## src/scl_pkg.sv

```systemverilog
// constants shared by the strap capture and link indicator block
package scl_pkg;
   // register byte offsets on the apb bus
   localparam logic [7:0] OFS_STRAP  = 8'h00;
   localparam logic [7:0] OFS_DELAY  = 8'h04;
   localparam logic [7:0] OFS_MGMT   = 8'h08;
   localparam logic [7:0] OFS_MODE   = 8'h0C;
   localparam logic [7:0] OFS_LINK   = 8'h10;
   // strap status fields
   localparam int STS_PD     = 0;
   localparam int STS_DELAY  = 1;
   localparam int STS_CODE0  = 4;
   localparam int STS_CODE1  = 6;
   localparam int STS_CODE2  = 8;
   localparam int STS_CODE3  = 10;
   localparam int STS_DONE   = 31;
   // delay control fields
   localparam int DLY_TX     = 0;
   localparam int DLY_RX     = 1;
   // management register fields
   localparam int MGT_ADDR   = 0;
   localparam int MGT_PAUSE  = 8;
   localparam int ADDR_W     = 5;
   localparam int MODE_W     = 4;
   // reset values
   localparam logic [ADDR_W-1:0] ADDR_RST  = 5'h00;
   localparam logic [MODE_W-1:0] MODE_RST  = 4'h0;
   localparam logic [1:0]        DELAY_RST = 2'h0;
   // connection codes of a configuration input
   localparam logic [1:0] CONN_GND  = 2'h0;
   localparam logic [1:0] CONN_FAST = 2'h1;
   localparam logic [1:0] CONN_GIG  = 2'h2;
   localparam logic [1:0] CONN_VDD  = 2'h3;
   // link speed encoding from the phy core
   localparam logic [1:0] SPD_TEN   = 2'h0;
   localparam logic [1:0] SPD_FAST  = 2'h1;
   localparam logic [1:0] SPD_GIG   = 2'h2;
   // timing
   localparam int CLK_MHZ       = 40;
   localparam int SETTLE_NS     = 1000;
   localparam int SETTLE_CYCLES = (SETTLE_NS * CLK_MHZ + 999) / 1000;
   typedef enum logic [1:0] {
      stSample,
      stProbeA,
      stProbeB,
      stRun
   } scl_state_t;
endpackage : scl_pkg

```

## src/scl_sync.sv

```systemverilog
// two flip-flop synchroniser for pin inputs
`timescale 1ns/1ps
module scl_sync #(
   parameter int WIDTH = 1
) (
   // clock and reset
   input  wire logic             clk,
   input  wire logic             sys_rst,
   // pins and synchronised copy
   input  wire logic [WIDTH-1:0] pinIn,
   output logic      [WIDTH-1:0] syncOut
);
   logic [WIDTH-1:0] meta_q;

   always_ff @(posedge clk) begin
      if (sys_rst) begin
         meta_q  <= '0;
         syncOut <= '0;
      end else begin
         meta_q  <= pinIn;
         syncOut <= meta_q;
      end
   end
endmodule : scl_sync

```

## src/scl_strap_decode.sv

```systemverilog
// maps two probe samples of each configuration input to its connection code
`timescale 1ns/1ps
module scl_strap_decode #(
   parameter int NUM = 4
) (
   // samples taken with fast led high, then with gigabit led high
   input  wire logic [NUM-1:0]   sampleA,
   input  wire logic [NUM-1:0]   sampleB,
   // connection code per input
   output logic      [2*NUM-1:0] connCode
);
   genvar i;
   generate
      for (i = 0; i < NUM; i++) begin : g_dec
         // a follows fast, b follows gigabit, both high is supply
         assign connCode[2*i +: 2] = ( sampleA[i] &&  sampleB[i]) ? scl_pkg::CONN_VDD  :
                                     ( sampleA[i] && !sampleB[i]) ? scl_pkg::CONN_FAST :
                                     (!sampleA[i] &&  sampleB[i]) ? scl_pkg::CONN_GIG  :
                                                                     scl_pkg::CONN_GND;
      end
   endgenerate
endmodule : scl_strap_decode

```

## src/scl_top.sv

```systemverilog
// strap capture, configuration defaults and link leds with apb access
//
// The APB interface to the registers and the register offsets were chosen for this implementation.
`timescale 1ns/1ps
// Notes on behaviour
// - straps are captured once after reset; captured copies, not pins, set defaults
// - power-down strap high keeps the pll running during hardware power-down
// - power-down strap low stops the pll during hardware power-down
// - delay strap high makes tx and rx clock delay defaults enabled
// - delay strap low makes tx and rx clock delay defaults disabled
// - config input zero loads management address bits one and zero
// - config input one loads the pause bit and management address bit two
// - config input two loads operating select bits one and zero
// - config input three loads operating select bit three
// - ten led shows a link at 10 mb/s
// - fast led shows a link at 100 mb/s
// - gigabit led shows a link at 1000 mb/s
// - power-down input holds power-down mode; strap decides the pll
module scl_top #(
   parameter int                     SETTLE = scl_pkg::SETTLE_CYCLES,
   parameter logic                   LED_ON = 1'b1
) (
   // clock and reset
   input  wire logic                 clk,
   input  wire logic                 sys_rst,
   // apb slave
   input  wire logic                 psel,
   input  wire logic                 penable,
   input  wire logic                 pwrite,
   input  wire logic [7:0]           paddr,
   input  wire logic [31:0]          pwdata,
   output logic      [31:0]          prdata,
   output logic                      pready,
   output logic                      pslverr,
   // shared strap and led pins
   input  wire logic                 linkLedFastIn,
   output logic                      linkLedFastOut,
   output logic                      linkLedFastOe,
   input  wire logic                 linkLedGigabitIn,
   output logic                      linkLedGigabitOut,
   output logic                      linkLedGigabitOe,
   output logic                      linkLedTen,
   // configuration and power-down pins
   input  wire logic [3:0]           strapSelect,
   input  wire logic                 hardwarePowerdownInput,
   // phy core side
   input  wire logic                 linkUp,
   input  wire logic [1:0]           linkSpeed,
   output logic                      pllEnable,
   output logic                      powerdownActive,
   output logic                      txDelayEn,
   output logic                      rxDelayEn,
   output logic [scl_pkg::ADDR_W-1:0] managementAddressField,
   output logic                      pauseAdv,
   output logic [scl_pkg::MODE_W-1:0] operatingSelectField,
   output logic                      configDone
);
   localparam int TW = $clog2(SETTLE + 1);
   localparam logic [TW-1:0] SETTLE_T = TW'(SETTLE);

   scl_pkg::scl_state_t state_q, state_d;
   logic [TW-1:0] timer_q;
   logic          pdStrap_q, delayStrap_q;
   logic [3:0]    sampleA_q, sampleB_q;
   logic [7:0]    code_q;
   logic [1:0]    delay_q;
   logic [scl_pkg::ADDR_W-1:0] addr_q;
   logic          pause_q;
   logic [scl_pkg::MODE_W-1:0] mode_q;
   logic [31:0]   rdata_q;
   logic [6:0]    pinSync;
   logic [7:0]    connCode;

   // pins cross into the core clock before anything looks at them
   scl_sync #(.WIDTH(7)) u_sync (
      .clk     (clk),
      .sys_rst (sys_rst),
      .pinIn   ({hardwarePowerdownInput, linkLedGigabitIn, linkLedFastIn, strapSelect}),
      .syncOut (pinSync)
   );

   wire [3:0] cfgSync   = pinSync[3:0];
   wire       fastSync  = pinSync[4];
   wire       gigSync   = pinSync[5];
   wire       hpdSync   = pinSync[6];

   scl_strap_decode #(.NUM(4)) u_dec (
      .sampleA  (sampleA_q),
      .sampleB  (sampleB_q),
      .connCode (connCode)
   );

   // sequencer: sample shared straps, probe config inputs twice, then run
   wire timerDone = (timer_q == SETTLE_T);
   wire inSample  = (state_q == scl_pkg::stSample);
   wire inProbeA  = (state_q == scl_pkg::stProbeA);
   wire inProbeB  = (state_q == scl_pkg::stProbeB);
   wire inRun     = (state_q == scl_pkg::stRun);
   // load in the first run cycle: the second probe sample lands only at the end of probe b
   wire loadNow   = inRun && !configDone;

   always_comb begin
      state_d = state_q;
      unique case (state_q)
         scl_pkg::stSample: if (timerDone) state_d = scl_pkg::stProbeA;
         scl_pkg::stProbeA: if (timerDone) state_d = scl_pkg::stProbeB;
         scl_pkg::stProbeB: if (timerDone) state_d = scl_pkg::stRun;
         scl_pkg::stRun:    state_d = scl_pkg::stRun;
      endcase
   end

   always_ff @(posedge clk) begin
      if (sys_rst) begin
         state_q <= scl_pkg::stSample;
         timer_q <= '0;
      end else begin
         state_q <= state_d;
         timer_q <= (timerDone || inRun) ? '0 : timer_q + 1'b1;
      end
   end

   always_ff @(posedge clk) begin
      if (sys_rst) begin
         pdStrap_q    <= 1'b0;
         delayStrap_q <= 1'b0;
         sampleA_q    <= 4'h0;
         sampleB_q    <= 4'h0;
         code_q       <= 8'h00;
      end else begin
         if (inSample && timerDone) begin
            pdStrap_q    <= fastSync;
            delayStrap_q <= gigSync;
         end
         if (inProbeA && timerDone) sampleA_q <= cfgSync;
         if (inProbeB && timerDone) sampleB_q <= cfgSync;
         if (inRun && !configDone) code_q <= connCode;
      end
   end

   // probe pattern: fast high first, gigabit high second
   wire ledFastOn = linkUp && (linkSpeed == scl_pkg::SPD_FAST);
   wire ledGigOn  = linkUp && (linkSpeed == scl_pkg::SPD_GIG);
   wire ledTenOn  = linkUp && (linkSpeed == scl_pkg::SPD_TEN);

   always_ff @(posedge clk) begin
      if (sys_rst) begin
         linkLedFastOut    <= 1'b0;
         linkLedFastOe     <= 1'b0;
         linkLedGigabitOut <= 1'b0;
         linkLedGigabitOe  <= 1'b0;
         linkLedTen        <= ~LED_ON;
         configDone        <= 1'b0;
      end else begin
         linkLedFastOe     <= !inSample;
         linkLedGigabitOe  <= !inSample;
         configDone        <= inRun;
         linkLedFastOut    <= inRun ? (ledFastOn ? LED_ON : ~LED_ON) : inProbeA;
         linkLedGigabitOut <= inRun ? (ledGigOn ? LED_ON : ~LED_ON) : inProbeB;
         linkLedTen        <= (inRun && ledTenOn) ? LED_ON : ~LED_ON;
      end
   end

   assign powerdownActive = hpdSync;
   assign pllEnable       = !(hpdSync && !pdStrap_q);

   // apb decode: zero wait states, data registered in the setup cycle
   wire setup    = psel && !penable;
   wire access   = psel && penable;
   wire hitStrap = (paddr == scl_pkg::OFS_STRAP);
   wire hitDelay = (paddr == scl_pkg::OFS_DELAY);
   wire hitMgmt  = (paddr == scl_pkg::OFS_MGMT);
   wire hitMode  = (paddr == scl_pkg::OFS_MODE);
   wire hitLink  = (paddr == scl_pkg::OFS_LINK);
   wire mapped   = hitStrap || hitDelay || hitMgmt || hitMode || hitLink;
   wire wrEn     = access && pwrite && mapped;

   // strap sampled from fast led pin has no write path; config input three sets only operating select bit three, which is writable
   wire [1:0] cfg0 = connCode[1:0];
   wire [1:0] cfg1 = connCode[3:2];
   wire [1:0] cfg2 = connCode[5:4];
   wire       cfg3 = (connCode[7:6] == scl_pkg::CONN_GIG);

   always_ff @(posedge clk) begin
      if (sys_rst) begin
         delay_q <= scl_pkg::DELAY_RST;
         addr_q  <= scl_pkg::ADDR_RST;
         pause_q <= 1'b0;
         mode_q  <= scl_pkg::MODE_RST;
      end else if (loadNow) begin
         delay_q   <= {2{delayStrap_q}};
         addr_q[1:0] <= cfg0;
         addr_q[2] <= cfg1[0];
         pause_q   <= cfg1[1];
         mode_q[1:0] <= cfg2;
         mode_q[3] <= cfg3;
      end else if (wrEn) begin
         if (hitDelay) delay_q <= pwdata[scl_pkg::DLY_RX:scl_pkg::DLY_TX];
         if (hitMgmt) addr_q <= pwdata[scl_pkg::MGT_ADDR +: scl_pkg::ADDR_W];
         if (hitMgmt) pause_q <= pwdata[scl_pkg::MGT_PAUSE];
         if (hitMode) mode_q <= pwdata[scl_pkg::MODE_W-1:0];
      end
   end

   assign txDelayEn              = delay_q[scl_pkg::DLY_TX];
   assign rxDelayEn              = delay_q[scl_pkg::DLY_RX];
   assign managementAddressField = addr_q;
   assign pauseAdv               = pause_q;
   assign operatingSelectField   = mode_q;

   wire [31:0] strapWord = {configDone, 19'h00000, code_q, 1'b0, 1'b0,
                            delayStrap_q, pdStrap_q};
   wire [31:0] rdMux = hitStrap ? strapWord :
                       hitDelay ? {30'h0, delay_q} :
                       hitMgmt  ? {23'h000000, pause_q, 3'h0, addr_q} :
                       hitMode  ? {28'h0000000, mode_q} :
                       hitLink  ? {29'h0, linkSpeed, linkUp} : 32'h00000000;

   always_ff @(posedge clk) begin
      if (sys_rst) rdata_q <= 32'h00000000;
      else if (setup && !pwrite) rdata_q <= rdMux;
   end

   assign prdata  = rdata_q;
   assign pready  = 1'b1;
   assign pslverr = access && !mapped;

   // no drive before the first probe
   property p_noEarlyDrive;
      @(posedge clk) disable iff (sys_rst)
         inSample |-> !linkLedFastOe && !linkLedGigabitOe;
   endproperty
   a_noEarlyDrive: assert property (p_noEarlyDrive) else $error("led driven while sampling");

   property p_pllKept;
      @(posedge clk) disable iff (sys_rst)
         (hpdSync && pdStrap_q) |-> pllEnable && powerdownActive;
   endproperty
   a_pllKept: assert property (p_pllKept) else $error("pll stopped with strap high");

   property p_pllStopped;
      @(posedge clk) disable iff (sys_rst)
         (hpdSync && !pdStrap_q) |-> !pllEnable;
   endproperty
   a_pllStopped: assert property (p_pllStopped) else $error("pll running with strap low");

   property p_delayDefault;
      @(posedge clk) disable iff (sys_rst)
         loadNow |=> (txDelayEn == delayStrap_q) && (rxDelayEn == delayStrap_q);
   endproperty
   a_delayDefault: assert property (p_delayDefault) else $error("delay default wrong");

   property p_addrLoad;
      @(posedge clk) disable iff (sys_rst)
         loadNow |=> managementAddressField[2:0] == {$past(cfg1[0]), $past(cfg0)};
   endproperty
   a_addrLoad: assert property (p_addrLoad) else $error("address bits not loaded");

   property p_pauseLoad;
      @(posedge clk) disable iff (sys_rst)
         loadNow |=> pauseAdv == $past(cfg1[1]);
   endproperty
   a_pauseLoad: assert property (p_pauseLoad) else $error("pause bit not loaded");

   property p_modeLoad;
      @(posedge clk) disable iff (sys_rst)
         loadNow |=> operatingSelectField == {$past(cfg3), 1'b0, $past(cfg2)};
   endproperty
   a_modeLoad: assert property (p_modeLoad) else $error("operating select not loaded");

   property p_ledGig;
      @(posedge clk) disable iff (sys_rst)
         (inRun && ledGigOn) |=> linkLedGigabitOut == LED_ON && linkLedFastOut == ~LED_ON;
   endproperty
   a_ledGig: assert property (p_ledGig) else $error("gigabit led wrong");

   property p_strapFrozen;
      @(posedge clk) disable iff (sys_rst)
         (configDone && $past(configDone)) |-> $stable(pdStrap_q) && $stable(code_q);
   endproperty
   a_strapFrozen: assert property (p_strapFrozen) else $error("captured strap changed");

   property p_delayOff;
      @(posedge clk) disable iff (sys_rst)
         (loadNow && !delayStrap_q) |=> !txDelayEn && !rxDelayEn;
   endproperty
   a_delayOff: assert property (p_delayOff) else $error("delay default not disabled");

   property p_ledTen;
      @(posedge clk) disable iff (sys_rst)
         (inRun && ledTenOn) |=> linkLedTen == LED_ON;
   endproperty
   a_ledTen: assert property (p_ledTen) else $error("ten led wrong");

   property p_ledFast;
      @(posedge clk) disable iff (sys_rst)
         (inRun && ledFastOn) |=> linkLedFastOut == LED_ON && linkLedGigabitOut == ~LED_ON;
   endproperty
   a_ledFast: assert property (p_ledFast) else $error("fast led wrong");
endmodule : scl_top

```

## config.mk

```make
export PLATFORM = sky130hd
export DESIGN_NAME = scl_top
export DESIGN_NICKNAME = d
export VERILOG_FILES = /design/src/scl_pkg.sv /design/src/scl_sync.sv /design/src/scl_strap_decode.sv /design/src/scl_top.sv
export SDC_FILE = /design/constraint.sdc
export NUM_CORES = 1
export LEC_CHECK = 0
export BUFFER_PORTS_ARGS = -buffer_cell sky130_fd_sc_hd__buf_2
export CAP_MARGIN = 5
export CORE_MARGIN = 2
export CORE_UTILIZATION = 45
export DETAILED_ROUTE_END_ITERATION = 8
export PLACE_DENSITY = 0.76
export SLEW_MARGIN = 20
export SYNTH_ARGS = -nofsm -noshare
export SYNTH_HDL_FRONTEND = slang
export SYNTH_HIERARCHICAL = 1
export SYNTH_SLANG_ARGS = --single-unit
```

## constraint.sdc

```tcl
create_clock -name clk -period 1.75 [get_ports clk]
set_input_delay 0.35 -clock clk [delete_from_list [all_inputs] [get_ports clk]]
set_output_delay 0.35 -clock clk [all_outputs]
set_load 0.02 [all_outputs]
```

==> metrics <==
most common cell after layout, fill and taps aside=dfxtp_1; Gate Count Post-Synth=roughly 330; Max-Cap Viols=0; core footprint=6680 um^2; #FFs+latches synth=70; Crit. End Element=primary output; GP Congestion=approximately 0.85; critical path data required time=roughly 1.4 ns; final cycle utilization of the critical path=0.979; Inserted Clock Buffers=9; Port Buf Inserts=62; R2R Path Start=timer_q[0]$_SDFF_PP0_; chip height=between 80 and 90 um; crit path from=paddr[2]; post-synthesis average cell area=9.33 um^2; Yosys top cell area share=0.458; Vias=2500; Reg2Reg Setup Slack=between 0.15 and 0.2 ns; footprint of the multi-input gates=between 1000 and 1500 um^2; worst skew pair latency=roughly 0.34 ns; count of final setup violators=0; Post-synth EDFFs=0; CTS tree=yes; clock sinks=70; Initial Util=0.458; gr ovfl total=0; via density per instance=between 5 and 6; Pwr Density=around 850 nW/um^2; Crit Path Max Fanout=9; Clock Root Buffer=clkbuf_8; Seq/Total Area, Yosys=0.458; cell area after synthesis=~3000 um^2; share of cells above drive strength 1=0.346; io pins=109; cell count after placement=470; Fillers=~630; Total Wirelength=between 6 and 7 mm; DP HPWL=~5 mm; htree depth=3; Synthesis Warnings=6; first-pass GRT wire length=about 11 mm; initial antenna violation count=0; commonest cells after routing, fill and taps aside=70 x dfxtp_1, 61 x buf_2, 39 x nor2_1; DRT antenna net count=0; initial drt markers=97; CP Class=in2out; Synth Flop Type=dfxtp_1; CP Launch Type=input port; Area Growth Syn to Fin=22.3%; Reg area=between 1000 and 1500 um^2; pre-CTS setup slack=-0.313 ns; fmax=roughly 580 MHz; row count=30; endpoints failing hold=0; die area=around 7500 um^2; RSZ-0062 raised after global routing=true; run status=finished, final reports clean; largest area contributor in the netlist=dfxtp_1; number of global-route vias before repair=2345; WHS Endpoint=linkLedTen$_SDFF_PP0_; WL/cell=roughly 14 um; final setup TNS=0 ns; Worst Path Arrival=roughly 1.4 ns; fin area=3740 um^2; gr usage total=0.188; worst vdd ir=approximately 560 uV; Final Net Count=460; Final min period=roughly 1.7 ns; Non-Filler Instances=488; Overall Power=between 3000 and 4000 uW; Ant. Diodes=0; hold_sp=linkSpeed[0]; Clock Tree Buf Depth=2; Register-to-Register Path Depth=7; leading cell types by total area after synthesis=dfxtp_1 46%, mux2i_1 5.6%, buf_4 5.1%; worst r2r dst=sampleB_q[1]$_SDFFE_PP0P_; asr flop ratio synth=0; fin. max-slew vios=0; dpl cell area=between 3000 and 4000 um^2; count of different cell masters after synthesis=50; DRC=0; 1st-pass router iterations=4; hold depth=2; largest net degree at the start of global routing=45; Setup WS post-layout=around 0.037 ns; Die Width=~86 um; leakage=about 0.0016 uW; Clock Skew=around 0.0067 ns; Clock transition at path regs=0.08 ns; Worst Hold Class=in2reg
==> Yosys cell counts, types with 3 or more instances <==
cell	instances
nor4_4	4
nand3b_1	3
nand2b_1	6
nand2_1	24
a21oi_1	13
nor2b_1	3
and2b_1	3
nor3_1	15
buf_4	21
a22oi_1	7
a311oi_1	4
dfxtp_1	70
mux2i_1	17
a211oi_1	3
o21ai_0	7
or2_2	3
buf_6	3
inv_1	5
clkbuf_1	20
nor2b_2	10
nor2_1	39
buf_2	3
nand3_1	3
==> per-stage QoR <==
step | hold slack [ns] | util
4_1_cts | 0.181 | 0.558
3_3_place_gp | 0.417 | 0.524
3_5_place_dp | 0.423 | 0.524
6_report | 0.194 | 0.560
5_1_grt | 0.194 | 0.560
2_1_floorplan | 0.411 | -
==> worst max-delay path by stage <==
stage,end,cells after the start
2_1_floorplan,managementAddressField[4]$_SDFFE_PP0P_,5
3_3_place_gp,managementAddressField[4]$_SDFFE_PP0P_,5
3_5_place_dp,operatingSelectField[0]$_SDFFE_PP0P_,6
4_1_cts,pslverr,5
5_1_grt,operatingSelectField[0]$_SDFFE_PP0P_,7
6_report,pslverr,6
==> state kept, by name, summed over array words and instances, names as in the netlist, 5 cells and up <==
| name | flops |
|---|---|
| prdata | 13 |
| managementAddressField | 5 |
| u_sync/syncOut | 7 |
| u_sync/meta_q | 7 |
| timer_q | 6 |
| code_q | 8 |
==> kinds of logic after synthesis <==
group,after synthesis,synth area share
AND/OR/NAND/NOR,134,0.263
flip-flops,70,0.458
other,2,0.00245
buffers and inverters,52,0.0981
multiplexers,18,0.0593
AO/OA/AOI/OAI,46,0.100
adder cells (fa/ha/maj),2,0.00817
XOR/XNOR,4,0.0114
==> power by group <==
part / internal [uW] / switching, uW
clock network: 697 / 608
registers: 1620 / 12.9
logic: 102 / 158
==> worst max-delay path: stages <==
cell      delay (ns)
buf_2           0.11
buf_4           0.16
or2_2           0.32
a211oi_2        0.21
nor2_1          0.06
buf_4           0.15
==> cell type report <==
class                      instances  share of cell area
clock inverter                     5              0.0157
inverter                           5             0.00501
tap                               80              0.0267
multi-input combinational        224               0.391
sequential                        70               0.374
timing repair buffer              93               0.150
clock buffer                      11              0.0378
==> metal layers <==
| metal | vias to the layer above | share of wire | wire [um] | GRT usage |
|---|---|---|---|---|
| li1 | 1232 | - | - | - |
| met1 | 1150 | 0.43 | 2920 | 0.241 |
| met2 | 104 | 0.47 | 3190 | 0.297 |
| met3 | 14 | 0.077 | 520 | 0.0495 |
| met4 | 0 | 0.023 | 154 | 0.0838 |
| met5 | - | 0 | 0 | 0 |
==> repair_timing <==
| action | CTS | global route |
|---|---|---|
| setup buffers | 2 | 0 |
| endpoints found under the setup margin | 1 | 10 |
| gates resized for setup | 2 | 4 |
| pin swaps | 1 | 5 |
| hold buffers | 0 | 0 |
No activity file was read; power rests on OpenSTA's default activity.
